<file path="src/verilog/supervisor_cfg.svh">
/*
 Offsets, reset values and timing counts of the supervisor block.
 Assumes a 50 MHz core clock and an APB bus with byte addresses.
*/
`ifndef SUPERVISOR_CFG_SVH
`define SUPERVISOR_CFG_SVH

`define OFS_KEY 8'h00
`define OFS_RELOAD 8'h04
`define OFS_POWER_CTL 8'h08
`define OFS_BUS_TIMING 8'h0c
`define OFS_WD_STATUS 8'h10

`define KEY_DISABLE 8'h55
`define BUS_TIMING_RST 8'heb
`define RESET_VECTOR 16'h0000
`define WD_ALL_ONES 24'hffffff
`define BASE_MC_PERIODS 3'd4

`define CLK_PERIOD_NS 20
`define SPIKE_FILTER_NS 100
`define SPIKE_FILTER_CYC ((`SPIKE_FILTER_NS + `CLK_PERIOD_NS - 1) / `CLK_PERIOD_NS)
`define ACTIVE_RESET_NS 10000000
`define ACTIVE_RESET_CYC (`ACTIVE_RESET_NS / `CLK_PERIOD_NS)

`endif

</file>
<file path="src/verilog/supervisor_pkg.sv">
/*
 Types shared by the supervisor block: register layouts.
 Assumes supervisor_cfg.svh holds all numeric constants.
*/
package supervisor_pkg;

    typedef struct packed {
        logic pfq_en;
        logic bc_en;
        logic [1:0] write_wait;
        logic [1:0] read_wait;
        logic [1:0] code_wait;
    } bus_timing_t;

    typedef struct packed {
        logic power_down;
        logic idle;
        logic power_up;
    } power_ctl_t;

    typedef struct packed {
        logic enabled;
        logic [23:0] count;
    } wd_state_t;

endpackage

</file>
<file path="src/verilog/supervisor_reset_watchdog.sv">
/*
 Reset supervisor: merges pin, undervoltage, debug and watchdog resets
 into one core reset, with APB-reached control registers.
 Assumes all inputs are synchronous to sys_clk except the pin and the
 undervoltage level, which are resynchronised here.
*/
// Local design decisions: the address map and the APB interface to the registers.

`include "supervisor_cfg.svh"

module supervisor_reset_watchdog #(
    parameter int ACTIVE_RESET_CYCLES = `ACTIVE_RESET_CYC
) (
    input wire logic sys_clk,
    input wire logic reset_n,
    input wire logic psel,
    input wire logic penable,
    input wire logic pwrite,
    input wire logic [7:0] paddr,
    input wire logic [31:0] pwdata,
    output logic [31:0] prdata,
    output logic pready,
    output logic pslverr,
    input wire logic reset_in_n,
    input wire logic undervoltage_detect,
    input wire logic debug_reset_req,
    input wire logic mem_read_xfer,
    input wire logic mem_write_xfer,
    input wire logic fetch_stall,
    output logic core_reset,
    output logic logic_memory_reset_n,
    output logic core_restart,
    output logic [15:0] restart_addr,
    output logic idle_mode,
    output logic power_down_mode
);

    localparam int FILT_CYC = `SPIKE_FILTER_CYC;

    function automatic logic [2:0] bus_periods(input logic [1:0] code);
        bus_periods = `BASE_MC_PERIODS + {1'b0, code};
    endfunction

    // APB slave state
    logic pready_r, pready_nxt;
    logic pslverr_r, pslverr_nxt;
    logic [31:0] prdata_r, prdata_nxt;
    logic done, wr_key, wr_reload, wr_pctl, wr_bus;

    // Reset source state
    logic pin_s1_r, pin_s2_r, uv_s1_r, uv_s2_r;
    logic [7:0] filt_r, filt_nxt;
    logic [19:0] hold_r, hold_nxt;
    logic dbg_r, ext_req, uv_req;
    logic core_reset_r, core_reset_nxt;
    logic lm_reset_n_r, restart_r, restart_nxt;
    logic [15:0] restart_addr_r;

    // Control registers and watchdog
    logic [7:0] key_r, key_nxt;
    supervisor_pkg::bus_timing_t bus_r, bus_nxt;
    supervisor_pkg::power_ctl_t pctl_r, pctl_nxt;
    logic [23:0] cnt_r, cnt_nxt;
    logic wd_ovf_r, wd_ovf_nxt, wd_en;
    logic [2:0] phase_r, phase_nxt, mc_len;
    logic mc_end;
    supervisor_pkg::wd_state_t wd_stat;

    // Writes take effect only on the completing access edge
    assign done = psel & penable & pready_r;
    assign wr_key = done & pwrite & (paddr == `OFS_KEY);
    assign wr_reload = done & pwrite & (paddr == `OFS_RELOAD);
    assign wr_pctl = done & pwrite & (paddr == `OFS_POWER_CTL);
    assign wr_bus = done & pwrite & (paddr == `OFS_BUS_TIMING);

    assign wd_en = (key_r != `KEY_DISABLE) & ~pctl_r.idle & ~pctl_r.power_down;
    assign wd_stat = '{enabled: wd_en, count: cnt_r};

    always_comb begin
        pready_nxt = 1'b0;
        pslverr_nxt = 1'b0;
        prdata_nxt = prdata_r;
        if (reset_n && psel && penable && !pready_r) begin
            pready_nxt = 1'b1;
            prdata_nxt = 32'h0000_0000;
            if (paddr == `OFS_POWER_CTL) begin
                prdata_nxt = {29'h0, pctl_r};
            end else if (paddr == `OFS_BUS_TIMING) begin
                prdata_nxt = {24'h0, bus_r};
            end else if (paddr == `OFS_WD_STATUS) begin
                prdata_nxt = {7'h0, wd_stat};
            end else if (paddr != `OFS_KEY && paddr != `OFS_RELOAD) begin
                pslverr_nxt = 1'b1;
            end
        end
    end

    // pin must stay low for the filter count
    // release follows the pin with no stretch
    always_comb begin
        filt_nxt = filt_r;
        if (!reset_n || pin_s2_r) begin
            filt_nxt = 8'h00;
        end else if (filt_r != 8'(FILT_CYC)) begin
            filt_nxt = filt_r + 8'h01;
        end
    end
    assign ext_req = (filt_r == 8'(FILT_CYC));

    // hold the interval after supply recovers
    // no enable term can mask this source
    always_comb begin
        hold_nxt = hold_r;
        if (!reset_n) begin
            hold_nxt = 20'h00000;
        end else if (uv_s2_r) begin
            hold_nxt = 20'(ACTIVE_RESET_CYCLES);
        end else if (hold_r != 20'h00000) begin
            hold_nxt = hold_r - 20'h00001;
        end
    end
    assign uv_req = uv_s2_r | (hold_r != 20'h00000);

    // debug request is not gated by power modes
    // pin and overflow arrive already registered
    always_comb begin
        core_reset_nxt = 1'b1;
        restart_nxt = 1'b0;
        if (reset_n) begin
            core_reset_nxt = ext_req | uv_req | dbg_r | wd_ovf_r;
            restart_nxt = core_reset_r & ~core_reset_nxt;
        end
    end

    // transfers use the longer bus timing
    // wait codes give 4 to 7 clocks
    always_comb begin
        mc_len = `BASE_MC_PERIODS;
        if (mem_read_xfer && bus_periods(bus_r.read_wait) > mc_len) begin
            mc_len = bus_periods(bus_r.read_wait);
        end
        if (mem_write_xfer && bus_periods(bus_r.write_wait) > mc_len) begin
            mc_len = bus_periods(bus_r.write_wait);
        end
    end
    assign mc_end = ~core_reset_r & ~fetch_stall & (phase_r >= mc_len - 3'd1);

    always_comb begin
        phase_nxt = phase_r + 3'd1;
        if (!reset_n || core_reset_r || mc_end) begin
            phase_nxt = 3'd0;
        end else if (fetch_stall && phase_r >= mc_len - 3'd1) begin
            phase_nxt = phase_r;
        end
    end

    always_comb begin
        key_nxt = key_r;
        cnt_nxt = cnt_r;
        wd_ovf_nxt = 1'b0;
        bus_nxt = bus_r;
        pctl_nxt = pctl_r;
        if (!reset_n || core_reset_r) begin
            key_nxt = `KEY_DISABLE;
            cnt_nxt = 24'h000000;
            bus_nxt = `BUS_TIMING_RST;
            pctl_nxt.idle = 1'b0;
            pctl_nxt.power_down = 1'b0;
            if (!reset_n) begin
                pctl_nxt.power_up = 1'b1;
            end
        end else begin
            if (wr_key) begin
                key_nxt = pwdata[7:0];
            end
            if (wr_bus) begin
                bus_nxt = pwdata[7:0];
            end
            if (wr_pctl) begin
                pctl_nxt.idle = pwdata[1];
                pctl_nxt.power_down = pwdata[2];
                // Software may only clear the flag
                pctl_nxt.power_up = pctl_r.power_up & pwdata[0];
            end
            if (wr_reload) begin
                // top byte loaded, low bytes cleared
                cnt_nxt = {pwdata[7:0], 16'h0000};
            end else if (wd_en && mc_end) begin
                cnt_nxt = cnt_r + 24'h000001;
                if (cnt_r == `WD_ALL_ONES) begin
                    wd_ovf_nxt = 1'b1;
                    key_nxt = `KEY_DISABLE;
                end
            end
        end
        // a detected undervoltage beats a clear
        if (uv_s2_r) begin
            pctl_nxt.power_up = 1'b1;
        end
    end

    always_ff @(posedge sys_clk) begin
        pready_r <= pready_nxt;
        pslverr_r <= pslverr_nxt;
        prdata_r <= prdata_nxt;
        pin_s1_r <= reset_in_n;
        pin_s2_r <= pin_s1_r;
        uv_s1_r <= undervoltage_detect;
        uv_s2_r <= uv_s1_r;
        filt_r <= filt_nxt;
        hold_r <= hold_nxt;
        dbg_r <= reset_n & debug_reset_req;
        core_reset_r <= core_reset_nxt;
        // module reset follows core reset, inverted
        lm_reset_n_r <= ~core_reset_nxt;
        restart_r <= restart_nxt;
        restart_addr_r <= `RESET_VECTOR;
        key_r <= key_nxt;
        cnt_r <= cnt_nxt;
        wd_ovf_r <= wd_ovf_nxt;
        bus_r <= bus_nxt;
        pctl_r <= pctl_nxt;
        phase_r <= phase_nxt;
    end

    assign prdata = prdata_r;
    assign pready = pready_r;
    assign pslverr = pslverr_r;
    assign core_reset = core_reset_r;
    assign logic_memory_reset_n = lm_reset_n_r;
    assign core_restart = restart_r;
    assign restart_addr = restart_addr_r;
    assign idle_mode = pctl_r.idle;
    assign power_down_mode = pctl_r.power_down;
endmodule

</file>
<file path="config.mk">
export PLATFORM = sky130hd
export DESIGN_NAME = supervisor_reset_watchdog
export DESIGN_NICKNAME = d
export VERILOG_FILES = /design/src/verilog/supervisor_pkg.sv /design/src/verilog/supervisor_reset_watchdog.sv
export VERILOG_INCLUDE_DIRS = /design/src /design/src/verilog
export SDC_FILE = /design/constraint.sdc
export NUM_CORES = 1
export LEC_CHECK = 0
export BUFFER_PORTS_ARGS = -buffer_cell sky130_fd_sc_hd__buf_2
export CELL_PAD_IN_SITES_DETAIL_PLACEMENT = 0
export CELL_PAD_IN_SITES_GLOBAL_PLACEMENT = 2
export CORE_ASPECT_RATIO = 2
export CORE_MARGIN = 2
export CORE_UTILIZATION = 33
export DETAILED_ROUTE_END_ITERATION = 8
export PLACE_DENSITY = 0.83
export SLEW_MARGIN = 20
export SYNTH_ARGS = -nofsm -noshare
export SYNTH_HDL_FRONTEND = slang
export SYNTH_SLANG_ARGS = --single-unit
export TNS_END_PERCENT = 30
</file>
<file path="constraint.sdc">
create_clock -name sys_clk -period 5.2 [get_ports sys_clk]
set_clock_uncertainty 0.15 [all_clocks]
set_input_delay 1.04 -clock sys_clk [delete_from_list [all_inputs] [get_ports sys_clk]]
set_output_delay 1.04 -clock sys_clk [all_outputs]
set_load 0.01 [all_outputs]
</file>
==> results of run 1 <==
[power by group through the flow]
| stage | sequential [uW] | combinational (uW) | clock (uW) |
|---|---|---|---|
| after floorplan | 931 | 114 | 0 |
| after global placement | 929 | 141 | 0 |
| after detailed placement | 930 | 145 | 0 |
| after CTS | 911 | 146 | 733 |
| after global routing | 914 | 159 | 761 |
| final | 911 | 144 | 712 |
[kinds of logic (layout without fill, tap and decap cells)]
logic type      Yosys count  after routing
simple gates            229            229
other cells               1             23
flops                   110            110
mux                      17             17
compound gates           56             56
fa+ha+maj                10             10
buf+inv                  50             91
xor+xnor                 42             42
[area by class of cell]
type | count | share of cell area
flip-flops and latches | 110 | 0.429
multi-input cells | 377 | 0.409
repair buffers | 63 | 0.0574
well taps | 195 | 0.0427
clock buffers | 10 | 0.0401
clock inverters | 6 | 0.0134
inverters | 12 | 0.00789
[sequential cells by signal, indices dropped and copies added (netlist names), 3 cells and up]
register	cells
filt_r	8
key_r	8
prdata	25
phase_r	3
bus_r	8
hold_r	20
cnt_r	24
[cell usage in the layout (no fill, tap or decap), types with 4 or more instances in the layout]
cell       count
a21boi_0       5
a21oi_1       23
a22o_1         5
and2_1        21
and3_1         9
buf_2         58
buf_4          5
clkbuf_16      9
conb_1        23
dfxtp_1       85
edfxtp_1      25
ha_1          10
inv_1         12
mux2i_1       16
nand2_1       46
nand2b_1       9
nand3_1       25
nand4_1        5
nor2_1        48
nor2b_1        4
nor3_1        22
nor4_1         9
o21ai_0       15
or4_1          4
xnor2_1       26
xor2_1        16
[worst paths after layout]
kind	from	cells after the start	end
worst max-delay path	mem_read_xfer	17	key_r[1]$_SDFF_PP0_
worst min register to register	uv_s1_r$_DFF_P_	0	uv_s2_r$_DFF_P_
worst min-delay path	uv_s1_r$_DFF_P_	0	uv_s2_r$_DFF_P_
worst max register to register	bus_r[3]$_SDFFE_PP1P_	16	key_r[1]$_SDFF_PP0_
[layer usage]
| metal | routed length, um | vias to the layer above | global-route usage |
|---|---|---|---|
| li1 | - | 1860 | - |
| met1 | 4360 | 1745 | 0.141 |
| met2 | 6230 | 73 | 0.282 |
| met3 | 361 | 11 | 0.0217 |
| met4 | 230 | 0 | 0.0688 |
| met5 | 0 | - | 0 |
[stage by stage]
step / instances / hold WS [ns] / cell area [um^2] / total power [uW]
3_5_place_dp: 757 / 0.167 / 5410 / 1080
4_1_cts: 773 / 0.184 / 5710 / 1790
2_1_floorplan: 537 / 0.160 / 5060 / 1050
3_3_place_gp: 757 / 0.160 / 5410 / 1070
6_report: 773 / 0.180 / 5710 / 1770
5_1_grt: 773 / 0.190 / 5710 / 1830
==> results_dict.tcl, run 1 <==
set metrics [dict create \
    status "finished clean" \
    rsz0062_at_grt "false" \
    clk_pin_slew_ns 0.08 \
    post_cts_buffers 0 \
    cts.sinks 110 \
    hp-class "flop to flop" \
    drt-vias-per-instance 4.77 \
    path_buf_inv 2 \
    fin_util 0.385 \
    syn2layout_area_growth_pct 14.6 \
    cp.required_ns 5.28 \
    yosys.area.top_type "dfxtp_1" \
    crit_chain "buf_2 > nand2_1 > ha_1 > o21ai_0 > nand2_1 > nand2_1 > nand2_1 > mux2_2 > ha_1 > ha_1 > nand2_1 > o21ai_1 > buf_4 > and2_1 > nand4b_1 > nor2b_1 > nor3_1" \
    slowest_stage "and2_1" \
    tritoncts "done" \
    p_int_uw 1340 \
    synth_commonest_cells "85 x dfxtp_1, 48 x nor2_1, 46 x nand2_1, 26 x xnor2_1" \
    power_density_nw_per_um2 309 \
    grt_first_pass_wirelength_mm 18.1 \
    cts_resized 0 \
    hold_viol 0 \
    synth_top_area_share 0.342 \
    via_count 3689 \
    grtUsageTotal 0.142 \
    synth_compound_area_frac 0.0668 \
    core_um2 14800 \
    synth.area.mux_share 0.0344 \
    maxSlewViolCount 0 \
    ff_latch_area_um2 2450 \
    tightest_slew_ns 0.996 \
    hold_buffers 0 \
    hpwl_mm 8.55 \
    htreeDepth 3 \
    cp_max_fo 9 \
    ctsLongestPathBuffers 2 \
    grt_pass1_vias 3700 \
    synth_cell_type_count 53 \
    routabilityCongestion 0.749 \
    rows 63 \
    first_iter_violations 121 \
    clk_latency_ns 0.35 \
    antenna_cells 0 \
    power.share.clock 0.403 \
    combPwrFrac 0.081 \
    arrival_ns 4.04 \
    start_util 0.336 \
    nets 634 \
    async_reset_ff_frac 0 \
    firstDrtPassIters 4 \
    synthAdderAreaFrac 0.0251 \
    fill_cells 1552 \
    period_share 0.763 \
    grt_overflow_total 0 \
    netlist_top_cells_area "dfxtp_1 34%, edfxtp_1 15%, xnor2_1 4.6%, buf_4 3.6%, nor2_1 3.6%" \
    min_period_ns 3.97 \
    drcViolationCount 0 \
    ir_worst_vdd_mv 0.192 \
    path_class "input pin to flop" \
    cts_buffers 9 \
    cts-root-buf "clkbuf_16" \
    p_switching_uw 427 \
    io_pins 106 \
    die_area_um2 16200 \
    ys_seq_elements 110 \
    yosys_warnings 0 \
    setup-tns-final_ns 0 \
    antenna_found_initial 0 \
    synth_cells 515 \
    timing.fmax_ghz 0.252 \
    synth_edf_count 25 \
    endpoint_kind "flop" \
    drt-total-wl_mm 11.2 \
    crit_family "simple AND/OR/NAND/NOR gates" \
    synth_area_um2 4980 \
    p_leak_uw 0.00214 \
    drv_cap 0 \
    synth_top_family_by_area "simple AND/OR/NAND/NOR gates" \
    pre_cts_ws_ns 0.842 \
    avgRoutedWirePerCell_um 14.5 \
    synth-simple-area-share 0.250 \
    yosysMostFrequentCell "dfxtp_1" \
    die_y_um 178 \
    r2r_setup_slack_ns 1.62 \
    portBuffers 58 \
    synth_top_flop_cell "dfxtp_1" \
    multi_input_area_um2 2340 \
    p_sw_frac 0.242 \
    crit_top_cell "nand2_1" \
    yosysSeqAreaShare 0.492 \
    slew-limit-headroom 0.331 \
    die_w_um 90.9 \
    grt_max_degree 27 \
    drive_above_1_share 0.159 \
    seqPwrFrac 0.515 \
    synth_xor_area_frac 0.0738 \
    critPathMaxStageDelay_ns 0.34 \
    report.final.setup_viol 0 \
    worst_slack_ns 1.23 \
    avgSynthCellArea_um2 9.67 \
    final_antenna_net_count 0 \
    start_kind "input pin" \
]
No activity file was read; power rests on OpenSTA's default activity.
==> run 2, diff against run 1 <==
==> constraint.sdc (replaced) <==
create_clock -name sys_clk -period 3.9 [get_ports sys_clk]
set_clock_uncertainty 0.15 [all_clocks]
set_input_delay 0.78 -clock sys_clk [delete_from_list [all_inputs] [get_ports sys_clk]]
set_output_delay 0.78 -clock sys_clk [all_outputs]
set_load 0.01 [all_outputs]
==> run 2 against run 1 <==
Compared with the run above: sequential power rose by 33%; sequential share of layout area decreased by 0.33 points; worst setup slack worse by 0.81 ns; routed wire length is 0.32% lower; total power up 33%; combinational power grew 34%; first-iteration DRC count down 17%; final area up 0.77%; critical path depth is 1 higher; global-route usage up 0.20 points; count of clock-buffer cells in the layout decreased by 1; die area did not move; largest cell class unchanged; largest power group unchanged; highest routed layer unchanged.
==> results_dict.tcl, run 2 (synthesis results as in run 1) <==
set metrics [dict create \
    start_kind "input pin" \
    rsz0062_at_grt "false" \
    pre_cts_ws_ns 0.0549 \
    die_y_um 178 \
    hold_buffers 0 \
    drv_cap 0 \
    arrival_ns 3.55 \
    p_total_uw 2340 \
    final_cell_mix "85 x dfxtp_1, 58 x buf_2, 48 x nor2_1, 46 x nand2_1, 26 x xnor2_1" \
    drt-total-wl_mm 11.1 \
    seqPwrFrac 0.519 \
    syn2layout_area_growth_pct 15.5 \
    final_common_cell "dfxtp_1" \
    htreeDepth 3 \
    path_class "input pin to flop" \
    ir_worst_vdd_mv 0.160 \
    die_w_um 90.9 \
    period_share 0.891 \
    cts_resized 0 \
    rows 63 \
    cts.sinks 110 \
    holdPathStages 0 \
    reg2reg_depth 17 \
    min_period_ns 3.47 \
    timing.fmax_ghz 0.288 \
    grt_pass1_vias 3777 \
    grt_max_degree 27 \
    p_int_uw 1780 \
    ctsLongestPathBuffers 2 \
    avgRoutedWirePerCell_um 14.3 \
    dpl.cell_count 763 \
    slew-limit-headroom 0.425 \
    portBuffers 58 \
    firstDrtPassIters 6 \
    cts-root-buf "clkbuf_16" \
    cts_buffers 9 \
    post_cts_buffers 0 \
    p_leak_uw 0.00217 \
    power_density_nw_per_um2 407 \
    multi_input_area_um2 2340 \
    grt_overflow_total 0 \
    routabilityCongestion 0.750 \
    setup-tns-final_ns 0 \
    power.share.clock 0.399 \
    via_count 3697 \
    grt_first_pass_wirelength_mm 18.3 \
    clk_pin_slew_ns 0.07 \
    ff_latch_area_um2 2450 \
    die_area_um2 16200 \
    antenna_found_initial 0 \
    first_iter_violations 101 \
    p_sw_frac 0.239 \
    combPwrFrac 0.082 \
    hpwl_mm 8.68 \
    tritoncts "done" \
    instances_no_fill 779 \
    hold_ws_ns 0.177 \
    drive_above_1_share 0.168 \
    largest_register_ffs 25 \
    io_pins 106 \
    clk_latency_ns 0.36 \
    cp.required_ns 3.97 \
    p_switching_uw 560 \
    start_util 0.336 \
    report.final.setup_viol 0 \
    nets 640 \
    final_antenna_net_count 0 \
    core_um2 14800 \
    grtUsageTotal 0.144 \
    hold_viol 0 \
    worst_slack_ns 0.426 \
    fill_cells 1578 \
    hp-class "flop to flop" \
    endpoint_kind "flop" \
    cp_max_fo 5 \
    maxSlewViolCount 0 \
    tightest_slew_ns 0.862 \
    drt-vias-per-instance 4.75 \
    antenna_cells 0 \
    drcViolationCount 0 \
    status "finished clean" \
]
==> run 2: routing by layer <==
metal / routed length, um / track usage
met1: 4190 / 0.142
met2: 6300 / 0.287
met3: 390 / 0.0221
met4: 265 / 0.0694
met5: 0 / 0
==> run 2: through the flow <==
step	cell area (um^2)	util
finish	5750	0.388
global route	5750	0.388
CTS	5750	0.388
detailed placement	5450	0.368
global placement	5450	0.368
floorplan	5060	-
==> run 2: critical path, stage by stage <==
cell	delay [ns]
buf_2	0.09
nand2_1	0.07
ha_1	0.30
o21ai_0	0.08
nand2_1	0.07
nand2_1	0.07
nand2_1	0.08
mux2_2	0.33
ha_1	0.29
ha_1	0.28
nand2_1	0.04
o21ai_1	0.11
buf_4	0.14
and2_1	0.21
nand4b_1	0.22
nor2b_1	0.19
buf_4	0.15
nor3_1	0.05
==> run 2: final timing paths <==
kind                              start             endpoint  slack (ns)
setup / recovery          mem_read_xfer  key_r[1]$_SDFF_PP0_        0.43
hold / removal          uv_s1_r$_DFF_P_      uv_s2_r$_DFF_P_        0.18
setup reg to reg  bus_r[3]$_SDFFE_PP1P_  key_r[1]$_SDFF_PP0_        0.56
hold reg to reg         uv_s1_r$_DFF_P_      uv_s2_r$_DFF_P_        0.18
==> run 2: area by class of cell <==
class / count / share of cell area
sequential: 110 / 0.426
multi-input combinational: 377 / 0.406
timing repair buffer: 69 / 0.0648
tap: 195 / 0.0424
clock buffer: 9 / 0.0391
clock inverter: 7 / 0.0137
inverter: 12 / 0.00783
==> run 2: power groups by stage <==
stage | logic (uW) | clock network [uW] | registers [uW]
floorplan | 152 | 0 | 1240
global placement | 188 | 0 | 1240
detailed placement | 193 | 0 | 1240
CTS | 194 | 959 | 1210
global route | 214 | 999 | 1220
finish | 193 | 934 | 1210
==> run 3, diff against run 2 <==
==> constraint.sdc (replaced) <==
create_clock -name sys_clk -period 3.6 [get_ports sys_clk]
set_clock_uncertainty 0.15 [all_clocks]
set_input_delay 0.72 -clock sys_clk [delete_from_list [all_inputs] [get_ports sys_clk]]
set_output_delay 0.72 -clock sys_clk [all_outputs]
set_load 0.01 [all_outputs]
==> run 3 against run 2 <==
Compared with the run above: non-clock buffer count up 3; sequential power grew 9%; register-to-register slack worse by 0.26 ns; largest cell class unchanged.
==> results_dict.tcl, run 3 (synthesis results as in run 1) <==
set metrics [dict create \
    drv_cap 0 \
    report.final.setup_viol 0 \
    largest_register_ffs 25 \
    crit_family "simple AND/OR/NAND/NOR gates" \
    drt-total-wl_mm 11.3 \
    path_buf_inv 2 \
    final_common_cell "dfxtp_1" \
    via_count 3709 \
    maxSlewViolCount 0 \
    htreeDepth 3 \
    holdPathStages 0 \
    tritoncts "done" \
    slew-limit-headroom 0.469 \
    clk_pin_slew_ns 0.07 \
    cp_max_fo 5 \
    antenna_found_initial 0 \
    grt_first_pass_wirelength_mm 18.3 \
    grtUsageTotal 0.145 \
    pre_cts_ws_ns -0.226 \
    final_cell_area_um2 5790 \
    timing.fmax_ghz 0.297 \
    rsz0062_at_grt "false" \
    slowest_stage "mux2_2" \
    routabilityCongestion 0.791 \
    drcViolationCount 0 \
    drive_above_1_share 0.177 \
    crit_top_cell "nand2_1" \
    seqPwrFrac 0.519 \
    p_int_uw 1960 \
    hp-class "flop to flop" \
    clk_latency_ns 0.35 \
    grt_pass1_vias 3682 \
    p_switching_uw 577 \
    rows 63 \
    r2r_setup_slack_ns 0.30 \
    cts.sinks 110 \
    critPathMaxStageDelay_ns 0.33 \
    die_y_um 178 \
    final_antenna_net_count 0 \
    firstDrtPassIters 4 \
    final_cell_mix "85 x dfxtp_1, 58 x buf_2, 48 x nor2_1, 46 x nand2_1, 26 x xnor2_1" \
    avgRoutedWirePerCell_um 14.4 \
    min_to "uv_s2_r$_DFF_P_" \
    power.share.clock 0.399 \
    die_w_um 90.9 \
    setup-tns-final_ns 0 \
    io_pins 106 \
    post_cts_buffers 0 \
    nets 643 \
    status "finished clean" \
    ctsLongestPathBuffers 2 \
    worst_slack_ns 0.230 \
    worstHoldStart "uv_s1_r$_DFF_P_" \
    post_dp_cell_area_um2 5480 \
    core_um2 14800 \
    start_kind "input pin" \
    combPwrFrac 0.082 \
    hold_viol 0 \
    cp.required_ns 3.66 \
    first_iter_violations 147 \
    crit_chain "buf_2 > nand2_1 > ha_1 > o21ai_0 > nand2_1 > nand2_1 > nand2_1 > mux2_2 > ha_1 > ha_1 > nand2_1 > o21ai_4 > and2_2 > nand4b_1 > nor2b_1 > buf_4 > nor3_1" \
    min_period_ns 3.37 \
    arrival_ns 3.43 \
    cts_buffers 9 \
    rr_endpoint "key_r[5]$_SDFF_PP0_" \
    drt-vias-per-instance 4.74 \
    r2r_start "bus_r[3]$_SDFFE_PP1P_" \
    hpwl_mm 8.73 \
    cts-root-buf "clkbuf_16" \
    start_util 0.336 \
    reg2reg_depth 16 \
    endpoint_kind "flop" \
    portBuffers 58 \
    path_class "input pin to flop" \
    syn2layout_area_growth_pct 16.3 \
    power_density_nw_per_um2 438 \
    tightest_slew_ns 0.789 \
    grt_overflow_total 0 \
    p_sw_frac 0.228 \
    grt_max_degree 28 \
    p_leak_uw 0.00219 \
    ir_worst_vdd_mv 0.221 \
    period_share 0.936 \
    die_area_um2 16200 \
    antenna_cells 0 \
]
[run 3: cell count changes in the layout (fill, tap and decap cells not counted), sizes merged]
cell	change
clkbuf	+2
clkinv	+1
inv	-3
buf	+3
[run 3: power by group through the flow]
stage | logic [uW] | registers, uW | clock network [uW]
floorplan | 165 | 1350 | 0
global placement | 205 | 1340 | 0
detailed placement | 210 | 1340 | 0
CTS | 211 | 1320 | 1050
global route | 233 | 1320 | 1090
finish | 209 | 1320 | 1010
[run 3: worst max path at each step]
stage | slack, ns | end | depth (start not counted) | from
5_1_grt | 0.05 | cnt_r[12]$_SDFFE_PP0P_ | 17 | mem_read_xfer
2_1_floorplan | 0.06 | key_r[3]$_SDFF_PP0_ | 16 | mem_read_xfer
4_1_cts | 0.14 | cnt_r[12]$_SDFFE_PP0P_ | 16 | mem_read_xfer
6_report | 0.23 | key_r[5]$_SDFF_PP0_ | 17 | mem_read_xfer
3_5_place_dp | -0.23 | cnt_r[12]$_SDFFE_PP0P_ | 16 | mem_read_xfer
3_3_place_gp | -0.14 | cnt_r[12]$_SDFFE_PP0P_ | 16 | mem_read_xfer
[run 3: metal layers]
| metal | track usage | routed length, um |
|---|---|---|
| met1 | 0.145 | 4330 |
| met5 | 0 | 0 |
| met4 | 0.0543 | 176 |
| met3 | 0.0272 | 339 |
| met2 | 0.289 | 6420 |
[run 3: worst register-to-register path: stages, from the launching register on]
cell      delay (ns)
dfxtp_1         0.38
nand2_1         0.09
ha_1            0.30
o21ai_0         0.08
nand2_1         0.08
nand2_1         0.07
nand2_1         0.07
mux2_2          0.33
ha_1            0.29
ha_1            0.27
nand2_1         0.07
o21ai_4         0.19
and2_2          0.23
nand4b_1        0.21
nor2b_1         0.17
buf_4           0.14
nor3_1          0.05
[run 3: per-stage QoR]
stage          total power (uW)  hold slack (ns)  cells  utilization
6_report                   2540            0.179    782        0.391
5_1_grt                    2640            0.191    782        0.391
4_1_cts                    2570            0.182    782        0.390
3_5_place_dp               1550            0.164    766        0.370
3_3_place_gp               1550            0.161    766        0.370
2_1_floorplan              1510            0.160    537            -
[run 3: final cells by class]
cell class	count	area, um^2
Timing Repair Buffer	72	395
Fill cell	1549	9020
Clock inverter	5	56.3
Inverter	12	45.0
Multi-Input combinational cell	377	2350
Sequential cell	110	2450
Clock buffer	11	253
Tap cell	195	244
[run 3: repair_timing]
action,4_1_cts,5_1_grt
resized for setup,0,2
hold endpoints to repair,0,0
hold buffers,0,0
endpoints found under the setup margin,0,4
